## config.mk

```make
export PLATFORM = sky130hd
export DESIGN_NAME = wdt_core
export DESIGN_NICKNAME = d
export VERILOG_FILES = /design/src/core/wdt_core.v
export VERILOG_INCLUDE_DIRS = /design/src /design/src/core
export SDC_FILE = /design/constraint.sdc
export NUM_CORES = 1
export LEC_CHECK = 0
export BUFFER_PORTS_ARGS = -buffer_cell sky130_fd_sc_hd__buf_2
export CAP_MARGIN = 20
export CORE_ASPECT_RATIO = 1.4
export CORE_MARGIN = 1.5
export CORE_UTILIZATION = 55
export DETAILED_ROUTE_END_ITERATION = 16
export GPL_ROUTABILITY_DRIVEN = 0
export GPL_TIMING_DRIVEN = 0
export PLACE_DENSITY = 0.8
export SETUP_SLACK_MARGIN = 0.05
export SYNTH_ARGS = -nofsm -noshare
export SYNTH_HDL_FRONTEND = slang
export SYNTH_SLANG_ARGS = --single-unit
```

## constraint.sdc

```tcl
create_clock -name pclk -period 4.25 [get_ports pclk]
set_clock_uncertainty 0.15 [all_clocks]
set_input_delay 0.425 -clock pclk [delete_from_list [all_inputs] [get_ports pclk]]
set_output_delay 0.425 -clock pclk [all_outputs]
set_load 0.05 [all_outputs]
```

## src/core/wdt_regs.vh

```
// register indices, field positions, reset values and counts for the watchdog
`ifndef WDT_REGS_VH
`define WDT_REGS_VH
// register indices; byte address is four times the index
`define WDT_IDX_CAUSE 12'hff0
`define WDT_IDX_UPPER 12'hff1
`define WDT_IDX_MIDDLE 12'hff2
`define WDT_IDX_LOW 12'hff3
`define WDT_IDX_CTRL 12'hff4
`define WDT_IDX_IRQ_STAT 12'hff5
`define WDT_IDX_IRQ_EN 12'hff6
`define WDT_IDX_IRQ_CLR 12'hff7
// reset values of the reload bytes
`define WDT_RST_UPPER 8'h00
`define WDT_RST_MIDDLE 8'h04
`define WDT_RST_LOW 8'h00
// reset cause register fields
`define WDT_CAUSE_WDT_BIT 5
// control register fields
`define WDT_CTRL_EN_BIT 0
`define WDT_CTRL_STOP_BIT 1
`define WDT_CTRL_RESP_BIT 2
// interrupt status, enable and clear fields
`define WDT_EV_TIMEOUT_BIT 0
`define WDT_EV_STOPREC_BIT 1
`define WDT_EV_W 2
// counter values
`define WDT_COUNT_ZERO 24'h00_0000
`define WDT_COUNT_AFTER_IRQ 24'h0f_ffff
`define WDT_COUNT_ONE 24'h00_0001
`endif

```

## src/core/wdt_core.v

```verilog
// watchdog timer with reload bytes, time-out response and apb registers
`timescale 1ns/1ps
`default_nettype none
`include "wdt_regs.vh"

module wdt_core #(
  parameter DIV_W = 8,
  parameter [DIV_W-1:0] COUNT_DIV = 8'h01
) (
  // clock and reset
  input wire pclk,
  input wire presetn,
  // apb slave
  input wire psel,
  input wire penable,
  input wire pwrite,
  input wire [13:0] paddr,
  input wire [31:0] pwdata,
  input wire [3:0] pstrb,
  output reg [31:0] prdata,
  output wire pready,
  output reg pslverr,
  // cpu core side
  input wire refresh_pulse,
  input wire stop_mode,
  // nonvolatile option bit, 1 selects reset response
  input wire timeout_response_select,
  // interrupt controller and reset side
  output reg wdt_irq_req,
  output reg stop_recovery_start,
  output reg wdt_system_reset,
  output wire irq
);

  ////////////////////////////////////////////////////////////////////////
  // declarations
  localparam [2:0] ST_OFF = 3'b001;
  localparam [2:0] ST_RUN = 3'b010;
  localparam [2:0] ST_HOLD = 3'b100;

  reg [2:0] state;
  reg [2:0] next_state;
  reg [7:0] reload_upper_byte;
  reg [7:0] reload_middle_byte;
  reg [7:0] reload_low_byte;
  reg [23:0] count;
  reg [DIV_W-1:0] div_cnt;
  reg ctrl_enable;
  reg ctrl_stop;
  reg cause_wdt;
  reg [`WDT_EV_W-1:0] irq_stat;
  reg [`WDT_EV_W-1:0] irq_en;
  reg resp_meta;
  reg resp_sync;
  wire [11:0] idx;
  wire setup;
  wire access;
  wire wr;
  wire rd;
  wire wr_lane0;
  wire [23:0] reload_value;
  wire tick;
  wire timeout;
  wire to_irq;
  wire to_stop;
  wire [`WDT_EV_W-1:0] ev;
  wire [`WDT_EV_W-1:0] clr;

  ////////////////////////////////////////////////////////////////////////
  // functions
  function mapped;
    input [11:0] i;
    begin
      mapped = (i >= `WDT_IDX_CAUSE) && (i <= `WDT_IDX_IRQ_CLR);
    end
  endfunction

  function [7:0] count_byte;
    input [23:0] c;
    input [1:0] sel;
    begin
      case (sel)
        2'd2: count_byte = c[23:16];
        2'd1: count_byte = c[15:8];
        default: count_byte = c[7:0];
      endcase
    end
  endfunction

  ////////////////////////////////////////////////////////////////////////
  // apb decode
  assign idx = paddr[13:2];
  assign setup = psel & ~penable;
  assign access = psel & penable;
  assign wr = access & pwrite;
  assign rd = access & ~pwrite;
  assign wr_lane0 = wr & pstrb[0];
  // zero wait states; read data is captured in the setup cycle
  assign pready = 1'b1;

  always @(posedge pclk or negedge presetn) begin
    if (!presetn) begin
      prdata <= 32'h0000_0000;
      pslverr <= 1'b0;
    end else if (setup) begin
      pslverr <= ~mapped(idx);
      prdata <= 32'h0000_0000;
      case (idx)
        `WDT_IDX_CAUSE: prdata[`WDT_CAUSE_WDT_BIT] <= cause_wdt;
        `WDT_IDX_UPPER: prdata[7:0] <= count_byte(count, 2'd2);
        `WDT_IDX_MIDDLE: prdata[7:0] <= count_byte(count, 2'd1);
        `WDT_IDX_LOW: prdata[7:0] <= count_byte(count, 2'd0);
        `WDT_IDX_CTRL: begin
          prdata[`WDT_CTRL_EN_BIT] <= ctrl_enable;
          prdata[`WDT_CTRL_STOP_BIT] <= ctrl_stop;
          prdata[`WDT_CTRL_RESP_BIT] <= resp_sync;
        end
        `WDT_IDX_IRQ_STAT: prdata[`WDT_EV_W-1:0] <= irq_stat;
        `WDT_IDX_IRQ_EN: prdata[`WDT_EV_W-1:0] <= irq_en;
        default: prdata <= 32'h0000_0000;
      endcase
    end
  end

  ////////////////////////////////////////////////////////////////////////
  // option bit synchroniser
  always @(posedge pclk or negedge presetn) begin
    if (!presetn) begin
      resp_meta <= 1'b0;
      resp_sync <= 1'b0;
    end else begin
      resp_meta <= timeout_response_select;
      resp_sync <= resp_meta;
    end
  end

  ////////////////////////////////////////////////////////////////////////
  // reload bytes and control
  // nothing stops a reload below 4; software owns that limit
  assign reload_value = {reload_upper_byte, reload_middle_byte, reload_low_byte};

  always @(posedge pclk or negedge presetn) begin
    if (!presetn) begin
      reload_upper_byte <= `WDT_RST_UPPER;
      reload_middle_byte <= `WDT_RST_MIDDLE;
      reload_low_byte <= `WDT_RST_LOW;
      ctrl_enable <= 1'b0;
      irq_en <= {`WDT_EV_W{1'b0}};
    end else if (wr_lane0) begin
      case (idx)
        `WDT_IDX_UPPER: reload_upper_byte <= pwdata[7:0];
        `WDT_IDX_MIDDLE: reload_middle_byte <= pwdata[7:0];
        `WDT_IDX_LOW: reload_low_byte <= pwdata[7:0];
        `WDT_IDX_CTRL: ctrl_enable <= pwdata[`WDT_CTRL_EN_BIT];
        `WDT_IDX_IRQ_EN: irq_en <= pwdata[`WDT_EV_W-1:0];
        default: ctrl_enable <= ctrl_enable;
      endcase
    end
  end

  ////////////////////////////////////////////////////////////////////////
  // count period
  assign tick = (div_cnt == COUNT_DIV - 1'b1);

  always @(posedge pclk or negedge presetn) begin
    if (!presetn) begin
      div_cnt <= {DIV_W{1'b0}};
    end else if (state != ST_RUN || tick) begin
      div_cnt <= {DIV_W{1'b0}};
    end else begin
      div_cnt <= div_cnt + 1'b1;
    end
  end

  ////////////////////////////////////////////////////////////////////////
  // state machine
  assign timeout = (state == ST_RUN) && (count == `WDT_COUNT_ZERO);
  assign to_irq = timeout & ~resp_sync;
  assign to_stop = to_irq & stop_mode;

  always @* begin
    next_state = state;
    case (state)
      ST_OFF: begin
        // a refresh also starts a stopped watchdog
        if (ctrl_enable || refresh_pulse) begin
          next_state = ST_RUN;
        end
      end
      ST_RUN: begin
        if (timeout && resp_sync) begin
          next_state = ST_HOLD;
        end
      end
      ST_HOLD: next_state = ST_HOLD;
      default: next_state = ST_OFF;
    endcase
  end

  always @(posedge pclk or negedge presetn) begin
    if (!presetn) begin
      state <= ST_OFF;
    end else begin
      state <= next_state;
    end
  end

  ////////////////////////////////////////////////////////////////////////
  // down-counter
  always @(posedge pclk or negedge presetn) begin
    if (!presetn) begin
      count <= `WDT_COUNT_ZERO;
    end else if (state == ST_OFF) begin
      if (next_state == ST_RUN) begin
        count <= reload_value;
      end
    end else if (to_irq) begin
      // an interrupt time-out wins over a refresh in the same cycle
      count <= `WDT_COUNT_AFTER_IRQ;
    end else if (state == ST_RUN && refresh_pulse) begin
      count <= reload_value;
    // a count at zero never wraps round; an interrupt time-out moves it away, a reset time-out leaves it at zero unless a refresh in that cycle reloads it
    end else if (state == ST_RUN && tick && count != `WDT_COUNT_ZERO) begin
      count <= count - `WDT_COUNT_ONE;
    end
  end

  ////////////////////////////////////////////////////////////////////////
  // time-out responses
  always @(posedge pclk or negedge presetn) begin
    if (!presetn) begin
      wdt_irq_req <= 1'b0;
      stop_recovery_start <= 1'b0;
      wdt_system_reset <= 1'b0;
    end else begin
      // one-cycle request; the controller latches it across recovery
      wdt_irq_req <= to_irq;
      stop_recovery_start <= to_stop;
      if (timeout && resp_sync) begin
        wdt_system_reset <= 1'b1;
      end
    end
  end

  ////////////////////////////////////////////////////////////////////////
  // flags: a set in the same cycle as its clear wins
  always @(posedge pclk or negedge presetn) begin
    if (!presetn) begin
      cause_wdt <= 1'b0;
      ctrl_stop <= 1'b0;
    end else begin
      // a read clears only a flag that it returned; a set in the setup cycle survives
      if (timeout) begin
        cause_wdt <= 1'b1;
      end else if (rd && idx == `WDT_IDX_CAUSE && prdata[`WDT_CAUSE_WDT_BIT]) begin
        cause_wdt <= 1'b0;
      end
      // any stop-mode time-out marks the stop bit, whatever the response
      if (timeout && stop_mode) begin
        ctrl_stop <= 1'b1;
      end else if (rd && idx == `WDT_IDX_CTRL && prdata[`WDT_CTRL_STOP_BIT]) begin
        ctrl_stop <= 1'b0;
      end
    end
  end

  ////////////////////////////////////////////////////////////////////////
  // interrupt status, enable and write-one clear
  assign ev = {to_stop, to_irq};
  assign clr = (wr_lane0 && idx == `WDT_IDX_IRQ_CLR) ? pwdata[`WDT_EV_W-1:0] : {`WDT_EV_W{1'b0}};

  always @(posedge pclk or negedge presetn) begin
    if (!presetn) begin
      irq_stat <= {`WDT_EV_W{1'b0}};
    end else begin
      irq_stat <= (irq_stat & ~clr) | ev;
    end
  end

  assign irq = |(irq_stat & irq_en);

endmodule // wdt_core
`default_nettype wire

```

==> flow_metrics.env, run 1 <==
export IMPL_status="completed"
export IMPL_fillCellCount=672
export IMPL_ant_nets=0
export IMPL_fp_row_count=39
export IMPL_cts_tree="done"
export IMPL_track_usage_pct=28.0
export IMPL_via_per_inst=6.07
export IMPL_final_core_util_pct=66.3
export IMPL_path_class="flop to flop"
export IMPL_hold_class="input port to flop"
export IMPL_clk_pin_slew_ps=60
export IMPL_max_slew_margin_pct=38.8
export IMPL_clkSinkCount=80
export IMPL_die_width_um=80.7
export IMPL_dpl_hpwl_um=8790
export IMPL_grt_antenna_before_repair=0
export IMPL_via_count=4003
export IMPL_dr_first_iter_drc_count=351
export IMPL_yosysTopAreaCellShare_pct=42.0
export IMPL_fmax_mhz=308
export IMPL_finalPower_mw=3.27
export IMPL_io_pins=96
export IMPL_leakagePower_nw=2.51
export IMPL_path_buf_inv=2
export IMPL_routed_wl_um=11900
export IMPL_grt_first_pass_wirelength_um=19000
export IMPL_dieArea_sq_mm=0.00902
export IMPL_place_area_sq_mm=0.00508
export IMPL_core_sq_mm=0.00820
export IMPL_avgSynthCellArea_sq_um=9.70
export IMPL_hold_violations=0
export IMPL_tns_ps=0
export IMPL_final_cells=660
export IMPL_end_kind="flop"
export IMPL_synth_edf_count=0
export IMPL_ys_seq_area_share_pct=43.1
export IMPL_dp_cells=643
export IMPL_worst_path_max_fanout=7
export IMPL_setup_violations=0
export IMPL_synth_seq_cells=80
export IMPL_final_min_clock_period_ps=3250
export IMPL_start_util_pct=56.7
export IMPL_wl_per_cell_um=18.1
export IMPL_syn_area_sq_mm=0.00465
export IMPL_post_cts_setup_buffers=0
export IMPL_cpPeakStageDelay_ps=700
export IMPL_final_layout_size_suffix_gt1_share_pct=25.3
export IMPL_cts_hold_buf=1
export IMPL_yosysTopAreaCell="dfrtp_1"
export IMPL_fin_nets=615
export IMPL_required_ps=4390
export IMPL_cp_start_kind="flop"
export IMPL_layout_worst_path_cycle_share_pct=76.4
export IMPL_synth_area_top_cells="dfrtp_1, mux2_2, nand2_1, buf_4, a21oi_1"
export IMPL_numCtsBuffers=9
export IMPL_root_buffer="clkbuf_16"
export IMPL_crit_chain="inv_1, ha_1, or4b_2, clkbuf_1, nor4_1, and3_1, a21oi_1, o21ai_0, a22o_1"
export IMPL_synthArstFlopShare_pct=100
export IMPL_slew_violations=0
export IMPL_h_tree_depth=3
export IMPL_layout_setup_ws_ps=1000
export IMPL_stdcell_area_sq_mm=0.00544
export IMPL_diodes=0
export IMPL_syn_inst=479
export IMPL_synthFlopType="dfrtp_1"
export IMPL_grt_max_degree=48
export IMPL_synth_distinct_cells=68
export IMPL_drc=0
export IMPL_crit_slowest_cell="nor4_1"
export IMPL_whs_ps=33.0
export IMPL_cts_resized=0
export IMPL_synth_warnings=0
export IMPL_io_buffers=38
export IMPL_tightest_slew_ps=905
export IMPL_crit_family="simple AND/OR/NAND/NOR gates"
export IMPL_power_density_mw_per_mm2=602
export IMPL_grt_pass1_vias=3813
export IMPL_pre_cts_ws_ps=1170
export IMPL_globalRouteOverflowTotal=0
export IMPL_clk_latency_ps=350
export IMPL_cap_violations=0
export IMPL_crit_arrival_ps=3380
export IMPL_firstDrtPassIters=5
export IMPL_rsz0062_at_grt="false"
export IMPL_clockBufferDepth=2
export IMPL_area_delta_synth_final_pct=17.0
export IMPL_chipHeight_um=112
export IMPL_vdd_drop_max_v=0.000286
registers in the layout (all words and copies together), names as in the netlist:
signal	count
cause_wdt	1
count	24
ctrl_enable	1
ctrl_stop	1
div_cnt	8
irq_en	2
irq_stat	2
prdata	8
pslverr	1
reload_low_byte	8
reload_middle_byte	8
reload_upper_byte	8
resp_meta	1
resp_sync	1
state	3
stop_recovery_start	1
wdt_irq_req	1
wdt_system_reset	1
cell families after synthesis:
kind of cell | count (synthesis) | share of synthesized area, %
flops | 80 | 43.1
other cells | 2 | 0.162
mux | 35 | 8.67
xor+xnor | 9 | 1.70
simple gates | 174 | 20.0
compound gates | 116 | 17.6
buf+inv | 59 | 7.64
fa+ha+maj | 4 | 1.08
worst reg2reg max path, delay by kind of cell (launching register included):
family,cells,cell delay (ps)
buffers and inverters,2,320
AO/OA/AOI/OAI,3,440
AND/OR/NAND/NOR,3,1590
flip-flops,1,460
adder cells (fa/ha/maj),1,230
per-layer routing:
metal | GRT usage [%] | wire [um] | up-vias
met5 | 0 | 0 | -
met4 | 15.2 | 498 | 0
met3 | 4.43 | 743 | 37
met2 | 48.1 | 6110 | 191
met1 | 32.8 | 4580 | 1921
li1 | - | - | 1854
path summary, 6_finish.rpt:
check / startpoint / to / slack, ps / cells past startpoint
min in group asynchronous: presetn / prdata[0] / 420 / 2
min: timeout_response_select / resp_meta / 30 / 1
max reg2reg: count[0] / count[20] / 1000 / 9
max in group asynchronous: presetn / reload_middle_byte[2] / 2880 / 3
min reg2reg: resp_meta / resp_sync / 200 / 0
max: count[0] / count[20] / 1000 / 9
cells in the mapped netlist (all sizes together), types with 2 or more instances:
master   instances
xor2             5
a21o             2
nor2b            2
o22ai           16
a31oi            2
o211ai           4
nand2           57
or4              4
a22o             2
a21oi           27
mux2i            2
a2bb2oi         11
mux2            32
or3              5
buf             36
nor4            10
nor4bb           2
or3b             2
nor3b            3
nor2            33
and2             3
dfrtp           78
dfstp            2
or4b             2
nor3             9
o41a             2
nand3b           3
nor4b            4
xnor2            4
and3             5
ha               4
conb             2
nand2b           2
inv             11
o31ai            4
clkbuf          12
nand4            5
a22oi            9
o21ai           25
nand3           20
final cells by class:
class	count	area, sq um	share of cell area (%)
repair buffers	40	230	4.23
inverters	11	41.3	0.759
multi-input cells	363	2370	43.7
flip-flops and latches	80	2000	36.9
clock inverters	5	104	1.91
clock buffers	11	243	4.46
well taps	102	128	2.35
plain buffers	48	314	5.77
power by group:
group	internal (mW)	switching, mW
Clock	0.590	0.314
Combinational	0.523	0.761
Sequential	0.882	0.203
cells in the final DEF (no fill, tap or decap), types with 5 or more instances in the layout:
cell type	Yosys	routed
a21oi_1	26	26
a22oi_1	9	9
a2bb2oi_1	6	6
a2bb2oi_2	5	5
and3_1	5	5
buf_2	5	42
buf_4	26	27
clkbuf_1	12	13
clkbuf_16	0	9
conb_1	2	25
dfrtp_1	78	78
inv_1	11	11
mux2_2	30	30
nand2_1	56	56
nand3_1	20	20
nand4_1	5	5
nor2_1	33	33
nor3_1	9	9
nor4_1	8	8
o21ai_0	25	25
o22ai_1	16	16
or3_1	5	5
xor2_1	5	5
(Power assumes the default switching activity.)
==> run 2: changes to the inputs <==
==> constraint.sdc (replaced) <==
create_clock -name pclk -period 3.06 [get_ports pclk]
set_clock_uncertainty 0.15 [all_clocks]
set_input_delay 0.306 -clock pclk [delete_from_list [all_inputs] [get_ports pclk]]
set_output_delay 0.306 -clock pclk [all_outputs]
set_load 0.05 [all_outputs]
==> flow_metrics.env, run 2 (synthesized netlist as in run 1, its figures left out) <==
export IMPL_final_core_util_pct=67.5
export IMPL_finalPower_mw=4.62
export IMPL_multi_input_area_sq_mm=0.00245
export IMPL_final_min_clock_period_ps=2930
export IMPL_cap_violations=0
export IMPL_core_sq_mm=0.00820
export IMPL_power_density_mw_per_mm2=836
export IMPL_clockBufferDepth=2
export IMPL_layout_worst_path_cycle_share_pct=95.8
export IMPL_diodes=0
export IMPL_fillCellCount=662
export IMPL_dpl_hpwl_um=8790
export IMPL_clk_latency_ps=350
export IMPL_end_kind="flop"
export IMPL_clkSinkCount=80
export IMPL_seq_power_share_pct=32.7
export IMPL_root_buffer="clkbuf_16"
export IMPL_dieArea_sq_mm=0.00902
export IMPL_ant_nets=0
export IMPL_cp_start_kind="flop"
export IMPL_wl_per_cell_um=18.1
export IMPL_largest_register_ffs=24
export IMPL_area_delta_synth_final_pct=19.0
export IMPL_required_ps=3180
export IMPL_rsz0062_at_grt="true"
export IMPL_layout_common_cells="dfrtp_1, nand2_1, buf_2"
export IMPL_die_width_um=80.7
export IMPL_largest_register="count"
export IMPL_numCtsBuffers=9
export IMPL_routed_wl_um=12000
export IMPL_drc=0
export IMPL_io_buffers=38
export IMPL_setup_violations=0
export IMPL_status="completed"
export IMPL_grt_max_degree=48
export IMPL_cts_tree="done"
export IMPL_fp_row_count=39
export IMPL_grt_first_pass_wirelength_um=19100
export IMPL_vdd_drop_max_v=0.000385
export IMPL_fmax_mhz=341
export IMPL_slew_violations=0
export IMPL_tightest_slew_ps=1070
export IMPL_clk_pin_slew_ps=60
export IMPL_grt_antenna_before_repair=0
export IMPL_crit_arrival_ps=3050
export IMPL_regArea_sq_mm=0.00200
export IMPL_via_count=4035
export IMPL_dr_first_iter_drc_count=358
export IMPL_layout_setup_ws_ps=127
export IMPL_hold_violations=0
export IMPL_mostFrequentLayoutCell="dfrtp_1"
export IMPL_globalRouteOverflowTotal=0
export IMPL_tns_ps=0
export IMPL_grt_pass1_vias=3831
export IMPL_fin_nets=617
export IMPL_via_per_inst=6.10
export IMPL_pre_cts_ws_ps=-18.5
export IMPL_start_util_pct=56.7
export IMPL_io_pins=96
export IMPL_p_clk_share_pct=27.2
export IMPL_max_slew_margin_pct=28.0
export IMPL_p_comb_share_pct=40.1
export IMPL_track_usage_pct=28.1
export IMPL_leakagePower_nw=2.55
export IMPL_firstDrtPassIters=6
export IMPL_whs_ps=59.1
export IMPL_chipHeight_um=112
export IMPL_p_int_mw=2.80
export IMPL_switching_power_mw=1.82
export IMPL_final_layout_size_suffix_gt1_share_pct=26.4
export IMPL_worst_path_max_fanout=10
export IMPL_hold_class="input port to flop"
export IMPL_switching_share_pct=39.3
export IMPL_h_tree_depth=3
export IMPL_path_class="flop to flop"
-- run 2: cell count changes in the layout (fill, tap and decap cells not counted), sizes merged --
cell	delta
dlygate4sd3	+1
buf	+1
-- run 2: power groups by stage --
stage / logic [mW] / clock network (mW) / registers (mW)
2_1_floorplan: 1.37 / 0 / 1.41
3_3_place_gp: 1.69 / 0 / 1.49
3_5_place_dp: 1.74 / 0 / 1.50
4_1_cts: 1.77 / 1.27 / 1.49
5_1_grt: 1.98 / 1.32 / 1.52
6_report: 1.85 / 1.26 / 1.51
-- run 2: area by class of cell --
| class | instances | share of cell area [%] |
|---|---|---|
| buffer | 48 | 5.68 |
| clock buffer | 11 | 4.39 |
| clock inverter | 5 | 1.88 |
| inverter | 11 | 0.746 |
| multi-input combinational | 363 | 44.3 |
| sequential | 80 | 36.2 |
| tap | 102 | 2.31 |
| timing repair buffer | 42 | 4.48 |
-- run 2: stage by stage --
step,cell area (sq um),instances
finish,5530,662
global route,5530,662
floorplan,4730,502
CTS,5480,661
detailed placement,5080,643
global placement,5050,642
-- run 2: worst paths after layout --
kind	cells after the start	endpoint	from	slack [ps]
max	8	count[13]	count[11]	130
min	2	reload_upper_byte[3]	pwdata[3]	60
max reg2reg	8	count[13]	count[11]	130
min reg2reg	0	resp_sync	resp_meta	200
max in group asynchronous	3	reload_middle_byte[2]	presetn	1820
min in group asynchronous	2	prdata[0]	presetn	300
-- run 2: worst max-delay path, stage by stage (launching register included) --
cell       delay, ps
dfrtp_1          480
or4_1            550
clkbuf_1         240
nor3_1           200
nand4_1          290
a21oi_4          350
buf_2            300
o32ai_1          120
a2bb2oi_1        170
-- run 2: metal layers --
metal  track usage [%]  routed length (um)  vias up
met5                 0                   0        -
met4              16.3                 608        0
met3              4.34                 744       51
met2              47.7                6070      198
met1              32.9                4540     1920
li1                  -                   -     1866
-- run 2: what timing repair did --
item,4_1_cts,5_1_grt
gates resized for setup,4,7
hold buffers,2,0
pin swaps,0,1
endpoints found under the hold margin,33,0
endpoints found under the setup margin,12,23
setup buffers,0,1
==> run 3: changes to the inputs <==
--- a/config.mk
+++ b/config.mk
@@ -8,7 +8,7 @@
 export LEC_CHECK = 0
 export BUFFER_PORTS_ARGS = -buffer_cell sky130_fd_sc_hd__buf_2
 export CAP_MARGIN = 20
-export CORE_ASPECT_RATIO = 1.4
+export CORE_ASPECT_RATIO = 0.8
 export CORE_MARGIN = 1.5
 export CORE_UTILIZATION = 55
 export DETAILED_ROUTE_END_ITERATION = 16
==> flow_metrics.env, run 3 (synthesized netlist as in run 1, its figures left out) <==
export IMPL_power_density_mw_per_mm2=776
export IMPL_hold_class="input port to flop"
export IMPL_root_buffer="clkbuf_8"
export IMPL_wl_met3_um=1410
export IMPL_io_pins=96
export IMPL_clkSinkCount=80
export IMPL_whs_ps=38.3
export IMPL_dieArea_sq_mm=0.00902
export IMPL_wl_per_cell_um=18.6
export IMPL_r2r_start="count[16]"
export IMPL_crit_chain="buf_6, or4_1, buf_2, nand3b_4, nor4_2, o41a_1, buf_2, o21ai_0, a22oi_1"
export IMPL_grt_antenna_before_repair=0
export IMPL_pre_cts_ws_ps=-139
export IMPL_met2_wirelength_um=5570
export IMPL_final_layout_size_suffix_gt1_share_pct=27.1
export IMPL_cp_start_kind="flop"
export IMPL_leakagePower_nw=2.49
export IMPL_clockBufferDepth=2
export IMPL_dr_first_iter_drc_count=674
export IMPL_largest_register="count"
export IMPL_crit_slowest_cell="or4_1"
export IMPL_crit_top_cell="buf_2"
export IMPL_globalRouteOverflowTotal=0
export IMPL_vdd_drop_max_v=0.000455
export IMPL_core_sq_mm=0.00806
export IMPL_layout_worst_path_cycle_share_pct=97.0
export IMPL_slew_violations=0
export IMPL_rsz0062_at_grt="true"
export IMPL_max_slew_margin_pct=22.4
export IMPL_top_layer="met4"
export IMPL_die_width_um=106
export IMPL_layout_setup_ws_ps=92.8
export IMPL_clk_latency_ps=370
export IMPL_end_kind="flop"
export IMPL_mostFrequentLayoutCell="dfrtp_1"
export IMPL_drt_met1_wl_um=5150
export IMPL_dp_cells=649
export IMPL_tightest_slew_ps=1150
export IMPL_area_delta_synth_final_pct=16.2
export IMPL_fmax_mhz=337
export IMPL_firstDrtPassIters=8
export IMPL_place_area_sq_mm=0.00509
export IMPL_grt_max_degree=58
export IMPL_path_buf_inv=3
export IMPL_grt_pass1_vias=3855
export IMPL_worst_path_max_fanout=10
export IMPL_h_tree_depth=3
export IMPL_cap_violations=0
export IMPL_final_core_util_pct=67.1
export IMPL_crit_start="count[16]"
export IMPL_io_buffers=38
export IMPL_via_count=4169
export IMPL_setup_violations=0
export IMPL_crit_family="simple AND/OR/NAND/NOR gates"
export IMPL_stdcell_area_sq_mm=0.00540
export IMPL_start_util_pct=57.7
export IMPL_ant_nets=0
export IMPL_grt_first_pass_wirelength_um=19700
export IMPL_dpl_hpwl_um=8990
export IMPL_final_min_clock_period_ps=2970
export IMPL_hold_violations=0
export IMPL_fin_nets=621
export IMPL_via_per_inst=6.20
export IMPL_track_usage_pct=28.4
export IMPL_diodes=0
export IMPL_drc=0
export IMPL_path_class="flop to flop"
export IMPL_worstHoldStart="stop_mode"
export IMPL_status="completed"
export IMPL_numCtsBuffers=9
export IMPL_routed_wl_um=12500
export IMPL_largest_register_ffs=24
export IMPL_finalPower_mw=4.19
export IMPL_final_cells=672
export IMPL_cts_tree="done"
export IMPL_cpPeakStageDelay_ps=520
export IMPL_fp_row_count=29
export IMPL_tns_ps=0
export IMPL_crit_arrival_ps=3090
export IMPL_layout_common_cells="dfrtp_1, nand2_1, buf_2"
export IMPL_clk_pin_slew_ps=90
export IMPL_required_ps=3180
export IMPL_chipHeight_um=85.2
## run 3: cell type report
type,count,area [sq um]
clock buffers,12,155
flip-flops and latches,80,2000
multi-input cells,363,2440
plain buffers,47,310
fillers,670,2650
clock inverters,4,28.8
repair buffers,47,285
well taps,108,135
inverters,11,41.3
## run 3: timing repair
item,4_1_cts,5_1_grt
endpoints found under the setup margin,12,22
hold buffers,2,0
setup buffers,0,6
gates resized for setup,3,7
pin swaps,0,2
hold endpoints to repair,24,0
## run 3: final timing paths
check / slack (ps) / depth (start not counted) / endpoint
max: 90 / 9 / count[12]
min: 40 / 3 / ctrl_stop
max reg2reg: 90 / 9 / count[12]
min reg2reg: 210 / 0 / resp_sync
max in group asynchronous: 1890 / 3 / reload_middle_byte[2]
min in group asynchronous: 230 / 2 / div_cnt[7]
## run 3: worst register-to-register path, stage by stage, from the launching register on
cell      delay (ps)
dfrtp_1          380
buf_6            140
or4_1            520
buf_2            190
nand3b_4         210
nor4_2           390
o41a_1           230
buf_2            280
o21ai_0          180
a22oi_1          220
## run 3: where the power goes
group	internal [mW]	total [mW]	leakage [nW]	switching, mW
Sequential	1.22	1.51	1.06	0.288
Clock	0.341	0.747	0.0890	0.406
Combinational	0.791	1.94	1.34	1.14
## run 3: layer usage
| metal | up-vias | GRT usage [%] |
|---|---|---|
| met5 | - | 0 |
| met4 | 0 | 9.46 |
| met3 | 60 | 6.37 |
| met2 | 299 | 44.4 |
| met1 | 1942 | 39.4 |
| li1 | 1868 | - |
